$ cat config.mk
export PLATFORM = sky130hd
export DESIGN_NAME = cfl_logic_blocks
export DESIGN_NICKNAME = d
export VERILOG_FILES = /design/src/rtl/cfl_pkg.sv /design/src/rtl/cfl_sr_if.sv /design/src/rtl/cfl_sr_latch.sv /design/src/rtl/cfl_logic_blocks.sv
export SDC_FILE = /design/constraint.sdc
export NUM_CORES = 2
export LEC_CHECK = 0
export ABC_AREA = 1
export BUFFER_PORTS_ARGS = -buffer_cell sky130_fd_sc_hd__buf_2
export CORE_MARGIN = 2
export CORE_UTILIZATION = 35
export DETAILED_ROUTE_END_ITERATION = 10
export PLACE_DENSITY_LB_ADDON = 0.05
export SETUP_SLACK_MARGIN = 0.05
export SYNTH_ARGS = -nofsm -noshare
export SYNTH_HDL_FRONTEND = slang
export SYNTH_SLANG_ARGS = --single-unit
$ cat constraint.sdc
create_clock -name pclk -period 10.95 [get_ports pclk]
set_input_delay 2.19 -clock pclk [delete_from_list [all_inputs] [get_ports pclk]]
set_output_delay 2.19 -clock pclk [all_outputs]
set_load 0.02 [all_outputs]
$ cat src/rtl/cfl_pkg.sv
package cfl_pkg;

  // ----------------------------------------------------------------
  // Register map: word index, byte address is four times the index
  // ----------------------------------------------------------------
  localparam int APB_AW         = 8;
  localparam int IDX_CTRL       = 0;
  localparam int IDX_HYST_SEL   = 1;
  localparam int IDX_HYST_HI    = 2;
  localparam int IDX_HYST_LO    = 3;
  localparam int IDX_COND_SEL   = 4;
  localparam int IDX_COND_OP    = 5;
  localparam int IDX_SR_SEL     = 6;
  localparam int IDX_SR_SET_THR = 7;
  localparam int IDX_SR_RST_THR = 8;
  localparam int IDX_STATUS     = 9;
  localparam int IDX_HYST_VAL   = 10;
  localparam int CFG_NUM        = 9;
  localparam int REG_NUM        = 11;

  // ----------------------------------------------------------------
  // Field positions
  // ----------------------------------------------------------------
  localparam int SEL_W          = 8;
  localparam int CTRL_HYST_EN   = 0;
  localparam int CTRL_COND_EN   = 1;
  localparam int CTRL_SR_EN     = 2;
  localparam int HSEL_IN_LSB    = 0;
  localparam int HSEL_HIGH_LSB  = 8;
  localparam int HSEL_LOW_LSB   = 16;
  localparam int OP1_LSB        = 0;
  localparam int OP2_LSB        = 4;
  localparam int OP3_LSB        = 8;
  localparam int SRSEL_SET_LSB  = 0;
  localparam int SRSEL_RST_LSB  = 8;
  localparam int THR_MIN_LSB    = 0;
  localparam int THR_MAX_LSB    = 8;
  localparam int ST_HYST_HIGH   = 0;
  localparam int ST_COND        = 1;
  localparam int ST_SR_OUT      = 2;
  localparam int ST_SR_SET_ON   = 3;
  localparam int ST_SR_RST_ON   = 4;

  // ----------------------------------------------------------------
  // Write masks and reset values of the configuration words
  // ----------------------------------------------------------------
  localparam logic [31:0] CFG_MASK [0:CFG_NUM-1] = '{
    32'h0000_0007, 32'h00ff_ffff, 32'h00ff_ffff, 32'h00ff_ffff, 32'hffff_ffff,
    32'h0000_03ff, 32'h0000_ffff, 32'h0000_ffff, 32'h0000_ffff};
  localparam logic [31:0] CFG_RST [0:CFG_NUM-1] = '{
    32'h0000_0000, 32'h0000_0000, 32'h0000_0000, 32'h0000_0000, 32'h0000_0000,
    32'h0000_0100, 32'h0000_0000, 32'h0000_4b19, 32'h0000_4b19};

  // ----------------------------------------------------------------
  // Evaluation rate
  // ----------------------------------------------------------------
  localparam int CLK_PERIOD_NS  = 4;
  localparam int EVAL_PERIOD_NS = 1000;
  localparam int EVAL_CYCLES    = EVAL_PERIOD_NS / CLK_PERIOD_NS;

  // ----------------------------------------------------------------
  // Operator codes
  // ----------------------------------------------------------------
  typedef enum logic [3:0] {
    CFL_OP_FALSE = 4'h0, CFL_OP_EQ  = 4'h1, CFL_OP_NE  = 4'h2, CFL_OP_GT = 4'h3,
    CFL_OP_GE    = 4'h4, CFL_OP_LT  = 4'h5, CFL_OP_LE  = 4'h6, CFL_OP_OR = 4'h7,
    CFL_OP_AND   = 4'h8, CFL_OP_XOR = 4'h9
  } cfl_cmp_op_t;

  typedef enum logic [1:0] {
    CFL_CB_FALSE = 2'h0, CFL_CB_OR = 2'h1, CFL_CB_AND = 2'h2, CFL_CB_XOR = 2'h3
  } cfl_comb_op_t;

  // Operand values travel zero-extended; codes 10 to 15 read as false
  function automatic logic cmp_eval(input logic [3:0] op, input logic [31:0] a,
                                    input logic [31:0] b);
    logic ta;
    logic tb;
    ta = |a;
    tb = |b;
    case (op)
      CFL_OP_EQ:  cmp_eval = (a == b);
      CFL_OP_NE:  cmp_eval = (a != b);
      CFL_OP_GT:  cmp_eval = (a > b);
      CFL_OP_GE:  cmp_eval = (a >= b);
      CFL_OP_LT:  cmp_eval = (a < b);
      CFL_OP_LE:  cmp_eval = (a <= b);
      CFL_OP_OR:  cmp_eval = ta | tb;
      CFL_OP_AND: cmp_eval = ta & tb;
      CFL_OP_XOR: cmp_eval = ta ^ tb;
      default:    cmp_eval = 1'b0;
    endcase
  endfunction

  function automatic logic comb_eval(input logic [1:0] op, input logic r1, input logic r2);
    case (op)
      CFL_CB_OR:  comb_eval = r1 | r2;
      CFL_CB_AND: comb_eval = r1 & r2;
      CFL_CB_XOR: comb_eval = r1 ^ r2;
      default:    comb_eval = 1'b0;
    endcase
  endfunction

endpackage

$ cat src/rtl/cfl_sr_if.sv
interface cfl_sr_if #(parameter int DATA_W = 16);
  logic [DATA_W-1:0] set_val;
  logic [DATA_W-1:0] rst_val;
  logic [7:0]        set_min;
  logic [7:0]        set_max;
  logic [7:0]        rst_min;
  logic [7:0]        rst_max;
  logic              tick;
  logic              set_on;
  logic              rst_on;
  logic              q;

  modport ctl   (output set_val, rst_val, set_min, set_max, rst_min, rst_max, tick,
                 input  set_on, rst_on, q);
  modport latch (input  set_val, rst_val, set_min, set_max, rst_min, rst_max, tick,
                 output set_on, rst_on, q);
endinterface

$ cat src/rtl/cfl_sr_latch.sv
module cfl_sr_latch #(
  parameter int DATA_W     = 16,
  parameter int FULL_SCALE = 65535
) (
  // Clock and reset
  input  wire logic pclk,
  input  wire logic presetn,
  // Latch side of the link to the main block
  cfl_sr_if.latch   sr
);

  localparam int PW = DATA_W + 8;

  logic set_on_reg;
  logic rst_on_reg;
  logic q_reg;
  logic set_on_next;
  logic rst_on_next;

  // Percent thresholds compared without division: val*100 against pct*full
  function automatic logic level_next(input logic [DATA_W-1:0] val, input logic [7:0] mn,
                                      input logic [7:0] mx, input logic cur);
    logic [PW-1:0] v100;
    v100 = PW'(val) * PW'(100);
    // Off wins when a bad setting makes both limits true
    if (v100 <= PW'(mn) * PW'(FULL_SCALE))
      level_next = 1'b0;
    else if (v100 >= PW'(mx) * PW'(FULL_SCALE))
      level_next = 1'b1;
    else
      level_next = cur;
  endfunction

  always_comb begin
    set_on_next = level_next(sr.set_val, sr.set_min, sr.set_max, set_on_reg);
    rst_on_next = level_next(sr.rst_val, sr.rst_min, sr.rst_max, rst_on_reg);
  end

  always_ff @(posedge pclk or negedge presetn) begin
    if (!presetn) begin
      set_on_reg <= 1'b0;
      rst_on_reg <= 1'b0;
    end else if (sr.tick) begin
      set_on_reg <= set_on_next;
      rst_on_reg <= rst_on_next;
    end
  end

  always_ff @(posedge pclk or negedge presetn) begin
    if (!presetn) begin
      q_reg <= 1'b0;
    end else if (sr.tick) begin
      if (rst_on_next)
        q_reg <= 1'b0;
      else if (set_on_next)
        q_reg <= 1'b1;
      else
        q_reg <= q_reg;
    end
  end

  assign sr.set_on = set_on_reg;
  assign sr.rst_on = rst_on_reg;
  assign sr.q      = q_reg;

endmodule

$ cat src/rtl/cfl_logic_blocks.sv
// Overview of operation
// - Hysteresis input above high threshold: output follows high-output source.
// - Hysteresis input below low threshold: output follows low-output source.
// - Conditional block result is only zero or one.
// - First operator uses inputs one and two, second uses three and four.
// - Codes 0..6: false, =, !=, >, >=, <, <= of A against B.
// - Codes 7, 8, 9: OR, AND, XOR of A and B as truth values.
// - Third operator: 0 false, 1 OR, 2 AND, 3 XOR of both results.
// - Reset input on forces the latch output off.
// - Set on with reset off turns the latch output on.
// - Both off: latch holds its last output.
// - Set and reset levels come from percent min/max limits with dead band.
//
// Added by the designer: the APB register port and the address map.
module cfl_logic_blocks #(
  parameter int DATA_W     = 16,
  parameter int N_SRC      = 8,
  parameter int FULL_SCALE = (1 << DATA_W) - 1
) (
  // Clock and reset
  input  wire logic                      pclk,
  input  wire logic                      presetn,
  // APB slave
  input  wire logic [cfl_pkg::APB_AW-1:0] paddr,
  input  wire logic                      psel,
  input  wire logic                      penable,
  input  wire logic                      pwrite,
  input  wire logic [31:0]               pwdata,
  input  wire logic [3:0]                pstrb,
  output logic                           pready,
  output logic [31:0]                    prdata,
  output logic                           pslverr,
  // Signals from other function blocks, source n at slice n-1
  input  wire logic [N_SRC*DATA_W-1:0]   src_bus,
  // Block results
  output logic [DATA_W-1:0]              hyst_out,
  output logic                           cond_out,
  output logic                           sr_out
);

  // ----------------------------------------------------------------
  // Parameter check
  // ----------------------------------------------------------------
  if (DATA_W < 2 || DATA_W > 24 || N_SRC < 1 || N_SRC > 255 ||
      FULL_SCALE < 1 || FULL_SCALE >= (1 << DATA_W)) begin : g_bad_param
    $error("cfl_logic_blocks: unsupported parameter values");
  end

  // ----------------------------------------------------------------
  // Register file
  // ----------------------------------------------------------------
  logic [31:0]        cfg_reg [0:cfl_pkg::CFG_NUM-1];
  logic [5:0]         idx;
  logic               access;
  logic               hi_sel_reg;
  logic               hi_sel_next;
  logic [DATA_W-1:0]  hyst_out_reg;
  logic               cond_out_reg;
  logic [7:0]         tick_cnt_reg;
  logic               tick;
  cfl_sr_if #(.DATA_W(DATA_W)) sr_link ();

  function automatic logic [31:0] strb_merge(input logic [31:0] old, input logic [31:0] wd,
                                             input logic [3:0] strb);
    logic [31:0] res;
    res = old;
    for (int b = 0; b < 4; b++) begin
      if (strb[b])
        res[b*8 +: 8] = wd[b*8 +: 8];
    end
    strb_merge = res;
  endfunction

  assign idx    = paddr[cfl_pkg::APB_AW-1:2];
  assign access = psel && penable;
  // Zero wait states: every access completes in its first access cycle
  assign pready = 1'b1;
  assign pslverr = access && ((idx >= 6'(cfl_pkg::REG_NUM)) ||
                              (pwrite && idx >= 6'(cfl_pkg::CFG_NUM)));

  always_ff @(posedge pclk or negedge presetn) begin
    if (!presetn) begin
      for (int i = 0; i < cfl_pkg::CFG_NUM; i++)
        cfg_reg[i] <= cfl_pkg::CFG_RST[i];
    end else if (access && pwrite) begin
      for (int i = 0; i < cfl_pkg::CFG_NUM; i++) begin
        if (idx == 6'(i))
          cfg_reg[i] <= strb_merge(cfg_reg[i], pwdata, pstrb) & cfl_pkg::CFG_MASK[i];
      end
    end
  end

  always_comb begin
    prdata = 32'h0000_0000;
    if (psel && !pwrite) begin
      if (idx < 6'(cfl_pkg::CFG_NUM))
        prdata = cfg_reg[idx[3:0]];
      else if (idx == 6'(cfl_pkg::IDX_STATUS)) begin
        prdata[cfl_pkg::ST_HYST_HIGH] = hi_sel_reg;
        prdata[cfl_pkg::ST_COND]      = cond_out_reg;
        prdata[cfl_pkg::ST_SR_OUT]    = sr_link.q;
        prdata[cfl_pkg::ST_SR_SET_ON] = sr_link.set_on;
        prdata[cfl_pkg::ST_SR_RST_ON] = sr_link.rst_on;
      end else if (idx == 6'(cfl_pkg::IDX_HYST_VAL))
        prdata[DATA_W-1:0] = hyst_out_reg;
    end
  end

  // ----------------------------------------------------------------
  // Evaluation tick
  // ----------------------------------------------------------------
  // Blocks update at a fixed period so chained sources settle like a scan loop
  always_ff @(posedge pclk or negedge presetn) begin
    if (!presetn)
      tick_cnt_reg <= 8'h00;
    else if (tick)
      tick_cnt_reg <= 8'(cfl_pkg::EVAL_CYCLES - 1);
    else
      tick_cnt_reg <= tick_cnt_reg - 8'h01;
  end
  assign tick = (tick_cnt_reg == 8'h00);

  // ----------------------------------------------------------------
  // Source selection: 0 and numbers past the last source read as zero
  // ----------------------------------------------------------------
  function automatic logic [DATA_W-1:0] pick(input logic [7:0] sel);
    int base;
    base = 0;
    pick = '0;
    if (sel != 8'h00 && int'(sel) <= N_SRC) begin
      base = (int'(sel) - 1) * DATA_W;
      pick = src_bus[base +: DATA_W];
    end
  endfunction

  function automatic logic [7:0] sel_field(input logic [31:0] word, input int lsb);
    sel_field = word[lsb +: cfl_pkg::SEL_W];
  endfunction

  // ----------------------------------------------------------------
  // Hysteresis block
  // ----------------------------------------------------------------
  logic [DATA_W-1:0] hyst_in;
  logic [DATA_W-1:0] hyst_hi;
  logic [DATA_W-1:0] hyst_lo;

  always_comb begin
    hyst_in = pick(sel_field(cfg_reg[cfl_pkg::IDX_HYST_SEL], cfl_pkg::HSEL_IN_LSB));
    hyst_hi = cfg_reg[cfl_pkg::IDX_HYST_HI][DATA_W-1:0];
    hyst_lo = cfg_reg[cfl_pkg::IDX_HYST_LO][DATA_W-1:0];
    if (hyst_in > hyst_hi)
      hi_sel_next = 1'b1;
    else if (hyst_in < hyst_lo)
      hi_sel_next = 1'b0;
    else
      hi_sel_next = hi_sel_reg;
  end

  always_ff @(posedge pclk or negedge presetn) begin
    if (!presetn) begin
      hi_sel_reg   <= 1'b0;
      hyst_out_reg <= '0;
    end else if (tick && cfg_reg[cfl_pkg::IDX_CTRL][cfl_pkg::CTRL_HYST_EN]) begin
      hi_sel_reg <= hi_sel_next;
      // Chosen source is re-read every tick, so the output tracks its value
      if (hi_sel_next)
        hyst_out_reg <= pick(sel_field(cfg_reg[cfl_pkg::IDX_HYST_SEL],
                                       cfl_pkg::HSEL_HIGH_LSB));
      else
        hyst_out_reg <= pick(sel_field(cfg_reg[cfl_pkg::IDX_HYST_SEL],
                                       cfl_pkg::HSEL_LOW_LSB));
    end
  end

  // ----------------------------------------------------------------
  // Conditional logic block
  // ----------------------------------------------------------------
  logic [31:0] cin [0:3];
  logic        first_result;
  logic        second_result;
  logic        cond_next;

  always_comb begin
    for (int i = 0; i < 4; i++)
      cin[i] = 32'(pick(sel_field(cfg_reg[cfl_pkg::IDX_COND_SEL], i * cfl_pkg::SEL_W)));
    first_result  = cfl_pkg::cmp_eval(cfg_reg[cfl_pkg::IDX_COND_OP][cfl_pkg::OP1_LSB +: 4],
                                      cin[0], cin[1]);
    second_result = cfl_pkg::cmp_eval(cfg_reg[cfl_pkg::IDX_COND_OP][cfl_pkg::OP2_LSB +: 4],
                                      cin[2], cin[3]);
    // Unused second operator yields false, so OR passes the first alone
    cond_next = cfl_pkg::comb_eval(cfg_reg[cfl_pkg::IDX_COND_OP][cfl_pkg::OP3_LSB +: 2],
                                   first_result, second_result);
  end

  always_ff @(posedge pclk or negedge presetn) begin
    if (!presetn)
      cond_out_reg <= 1'b0;
    else if (tick && cfg_reg[cfl_pkg::IDX_CTRL][cfl_pkg::CTRL_COND_EN])
      cond_out_reg <= cond_next;
  end

  // ----------------------------------------------------------------
  // Set-reset block
  // ----------------------------------------------------------------
  // Inside a process so that a change of the selected source value is seen
  always_comb begin
    sr_link.set_val = pick(sel_field(cfg_reg[cfl_pkg::IDX_SR_SEL], cfl_pkg::SRSEL_SET_LSB));
    sr_link.rst_val = pick(sel_field(cfg_reg[cfl_pkg::IDX_SR_SEL], cfl_pkg::SRSEL_RST_LSB));
  end
  assign sr_link.set_min = cfg_reg[cfl_pkg::IDX_SR_SET_THR][cfl_pkg::THR_MIN_LSB +: 8];
  assign sr_link.set_max = cfg_reg[cfl_pkg::IDX_SR_SET_THR][cfl_pkg::THR_MAX_LSB +: 8];
  assign sr_link.rst_min = cfg_reg[cfl_pkg::IDX_SR_RST_THR][cfl_pkg::THR_MIN_LSB +: 8];
  assign sr_link.rst_max = cfg_reg[cfl_pkg::IDX_SR_RST_THR][cfl_pkg::THR_MAX_LSB +: 8];
  assign sr_link.tick    = tick && cfg_reg[cfl_pkg::IDX_CTRL][cfl_pkg::CTRL_SR_EN];

  cfl_sr_latch #(
    .DATA_W     (DATA_W),
    .FULL_SCALE (FULL_SCALE)
  ) u_sr (
    .pclk    (pclk),
    .presetn (presetn),
    .sr      (sr_link.latch)
  );

  assign hyst_out = hyst_out_reg;
  assign cond_out = cond_out_reg;
  assign sr_out   = sr_link.q;

endmodule

==> results.sh <==
export IMPL_numPortBuffers=225
export IMPL_grt_pass1_wl_um=228700
export IMPL_grt_use_total_pct=31.86
export IMPL_syn_nets=5631
export IMPL_p_switching_mw=2.145
export IMPL_clkTransAtPathRegs_ps=80
export IMPL_hold_buffers=0
export IMPL_synthFlopType="dfrtp_1"
export IMPL_grt_max_degree=86
export IMPL_synth_seq_cells=194
export IMPL_dieArea_mm2=0.09647
export IMPL_syn_inst=4891
export IMPL_synth_edf_count=0
export IMPL_cts_root_buf="clkbuf_16"
export IMPL_p_leak_nw=17.15
export IMPL_vias=36099
export IMPL_synth_cell_type_count=65
export IMPL_syn_avg_cell_area_um2=6.726
export IMPL_antenna_left=0
export IMPL_setup_viol=0
export IMPL_maxCapViolCount=0
export IMPL_clk_latency_ps=490
export IMPL_start_kind="input port"
export IMPL_ctsResizeCount=0
export IMPL_area_delta_synth_final_pct=9.196
export IMPL_utilization_pct=38.55
export IMPL_cts_tree="built"
export IMPL_dp_cells=6199
export IMPL_top_usage_layer="met2"
export IMPL_final_min_clock_period_ps=8475
export IMPL_synth_area_leaders="ha_1 (16%), o21ai_0 (14%), dfrtp_1 (14%)"
export IMPL_vdd_drop_max_mv=0.1507
export IMPL_clockBufferDepth=2
export IMPL_finalCritPeriodShare_pct=77.40
export IMPL_yosysMostFrequentCell="o21ai_0"
export IMPL_initial_core_util_pct=35.30
export IMPL_fp_dieW_um=310.6
export IMPL_hold_violations=0
export IMPL_max_freq_ghz=0.1180
export IMPL_met1_usage_pct=41.82
export IMPL_cts_setup_buffers=0
export IMPL_setup_tns_ps=0
export IMPL_die_height_um=310.6
export IMPL_htreeDepth=4
export IMPL_syn_area_mm2=0.03290
export IMPL_nFillCells=10172
export IMPL_hold_class="reg -> reg"
export IMPL_pwr_share_comb_pct=65.5
export IMPL_vias_per_cell=5.790
export IMPL_grt_pass1_vias=33142
export IMPL_antenna_found_initial=15
export IMPL_p_per_area_mw_per_mm2=115.6
export IMPL_num_io_pins=229
export IMPL_placementRows=112
export IMPL_cp_data_arrival_time_ps=8810
export IMPL_critical_path_class="in -> reg"
export IMPL_netlist_area_leader_share_pct=16.16
export IMPL_use_met2_pct=47.88
export IMPL_largest_reg_flops=165
export IMPL_p_sw_share_pct=51.65
export IMPL_layout_cells_non_filler=6235
export IMPL_path_max_fanout=9
export IMPL_core_mm2=0.09319
export IMPL_grtUsageMet3_pct=8.391
export IMPL_gp_congestion=0.9858
export IMPL_overflow=0
export IMPL_ys_warnings_count=0
export IMPL_yosys_top_cells_count="o21ai_0 (915), a21oi_1 (875), inv_1 (594)"
export IMPL_drt_iter0_markers=4147
export IMPL_critPathSlowestCell="a31oi_1"
export IMPL_ys_seq_area_share_pct=14.81
export IMPL_rsz0062_at_grt="false"
export IMPL_drive_gt1_share_pct=8.559
export IMPL_relSlewSlack_pct=15.67
export IMPL_hpwl_um=114200
export IMPL_cts_made_buffers=17
export IMPL_skew_ps=17.25
export IMPL_crit_required_ps=11290
export IMPL_max_slew_worst_pin_slew_ps=1260
export IMPL_yosysTopAreaCell="ha_1"
export IMPL_end_kind="register"
export IMPL_seq_power_share_pct=18.5
export IMPL_cp_slowest_stage_delay_ps=770
export IMPL_cts_sinks=194
export IMPL_wl_um=158900
export IMPL_drc=0
export IMPL_async_flop_share_pct=100.0
export IMPL_power_internal_mw=2.008
export IMPL_slew_violations=0
export IMPL_clockPowerShare_pct=16.0
export IMPL_wl_per_cell_um=25.49
export IMPL_nNetsFinal=5704
export IMPL_run_status="completed"
export IMPL_first_pass_iters=5
## layer usage
layer  routed length (µm)  vias to the layer above
met4                 9306                       18
li1                     -                    17086
met5                  363                        -
met2                67260                     1724
met3                14750                      419
met1                67220                    16852
## stage by stage
stage / setup WS (ps) / hold slack [ps] / power, mW / area, µm²
after floorplan: 4090 / 409.1 / 2.674 / 32900
after global placement: 2162 / 425.4 / 3.429 / 35300
after detailed placement: 2110 / 429.0 / 3.440 / 35300
after CTS: 2605 / 440.9 / 4.127 / 35910
after global routing: 2075 / 474.0 / 4.520 / 35910
final: 2475 / 433.2 / 4.153 / 35920
## path summary, 6_finish.rpt
path                                 startpoint               to  slack (ps)  depth (start not counted)
worst max-delay path                src_bus[97]   u_sr.sr.set_on        2470                         29
worst min-delay path            tick_cnt_reg[0]  tick_cnt_reg[0]         430                          1
worst max register to register      cfg_reg[72]        u_sr.sr.q        2930                         33
worst min register to register  tick_cnt_reg[0]  tick_cnt_reg[0]         430                          1
max in group asynchronous               presetn     cfg_reg[144]        7000                          3
min in group asynchronous               presetn       cfg_reg[5]        1720                          1
## cell type report
cell class	count	area, µm²	area share [%]
Multi-Input combinational cell	3767	24500	68.21
Clock inverter	13	157.7	0.4388
Timing Repair Buffer	321	1856	5.165
Tap cell	1254	1569	4.367
Sequential cell	194	4885	13.60
Clock buffer	19	452.9	1.261
Antenna cell	4	10.01	0.02786
Inverter	663	2491	6.934
## placed cells by master (no fill, tap or decap), drive strengths merged, types with 12 or more instances in the layout
master / synthesis / routed
dfstp: 15 / 15
clkinv: 62 / 70
clkbuf: 213 / 20
dfrtp: 179 / 179
o21ai: 918 / 918
xnor2: 53 / 53
inv: 601 / 605
a21oi: 875 / 875
buf: 54 / 320
o22ai: 40 / 40
nand2: 508 / 508
ha: 425 / 425
a22oi: 14 / 14
nor3: 54 / 54
a211oi: 23 / 23
nand3: 267 / 267
a311oi: 17 / 17
o211ai: 12 / 12
a31oi: 30 / 30
nor2: 168 / 168
fa: 138 / 138
xor2: 69 / 69
o31ai: 16 / 16
nand4: 46 / 46
## kinds of logic after synthesis
| group | Yosys count | synth area share, % |
|---|---|---|
| AOI/OAI and AO/OA | 2012 | 32.28 |
| and+or+nand+nor | 1064 | 14.06 |
| buffers and inverters | 930 | 10.83 |
| adders and majority gates | 563 | 24.56 |
| DFF | 194 | 14.81 |
| xor gates and xnor gates | 122 | 3.271 |
| muxes | 5 | 0.1711 |
| other | 1 | 0.01140 |
## power groups by stage
stage / Clock [mW] / Sequential [mW] / Combinational, mW
finish: 0.665 / 0.770 / 2.72
global route: 0.702 / 0.774 / 3.04
CTS: 0.678 / 0.770 / 2.68
detailed placement: 0 / 0.783 / 2.66
global placement: 0 / 0.783 / 2.65
floorplan: 0 / 0.770 / 1.90
## critical path, delay by kind of cell
| kind | cells | cell delay [ps] |
|---|---|---|
| compound gates | 14 | 3140 |
| fa+ha+maj | 5 | 1770 |
| simple gates | 7 | 710 |
| buf+inv | 2 | 510 |
| xor+xnor | 1 | 470 |
No activity file was read; power rests on OpenSTA's default activity.
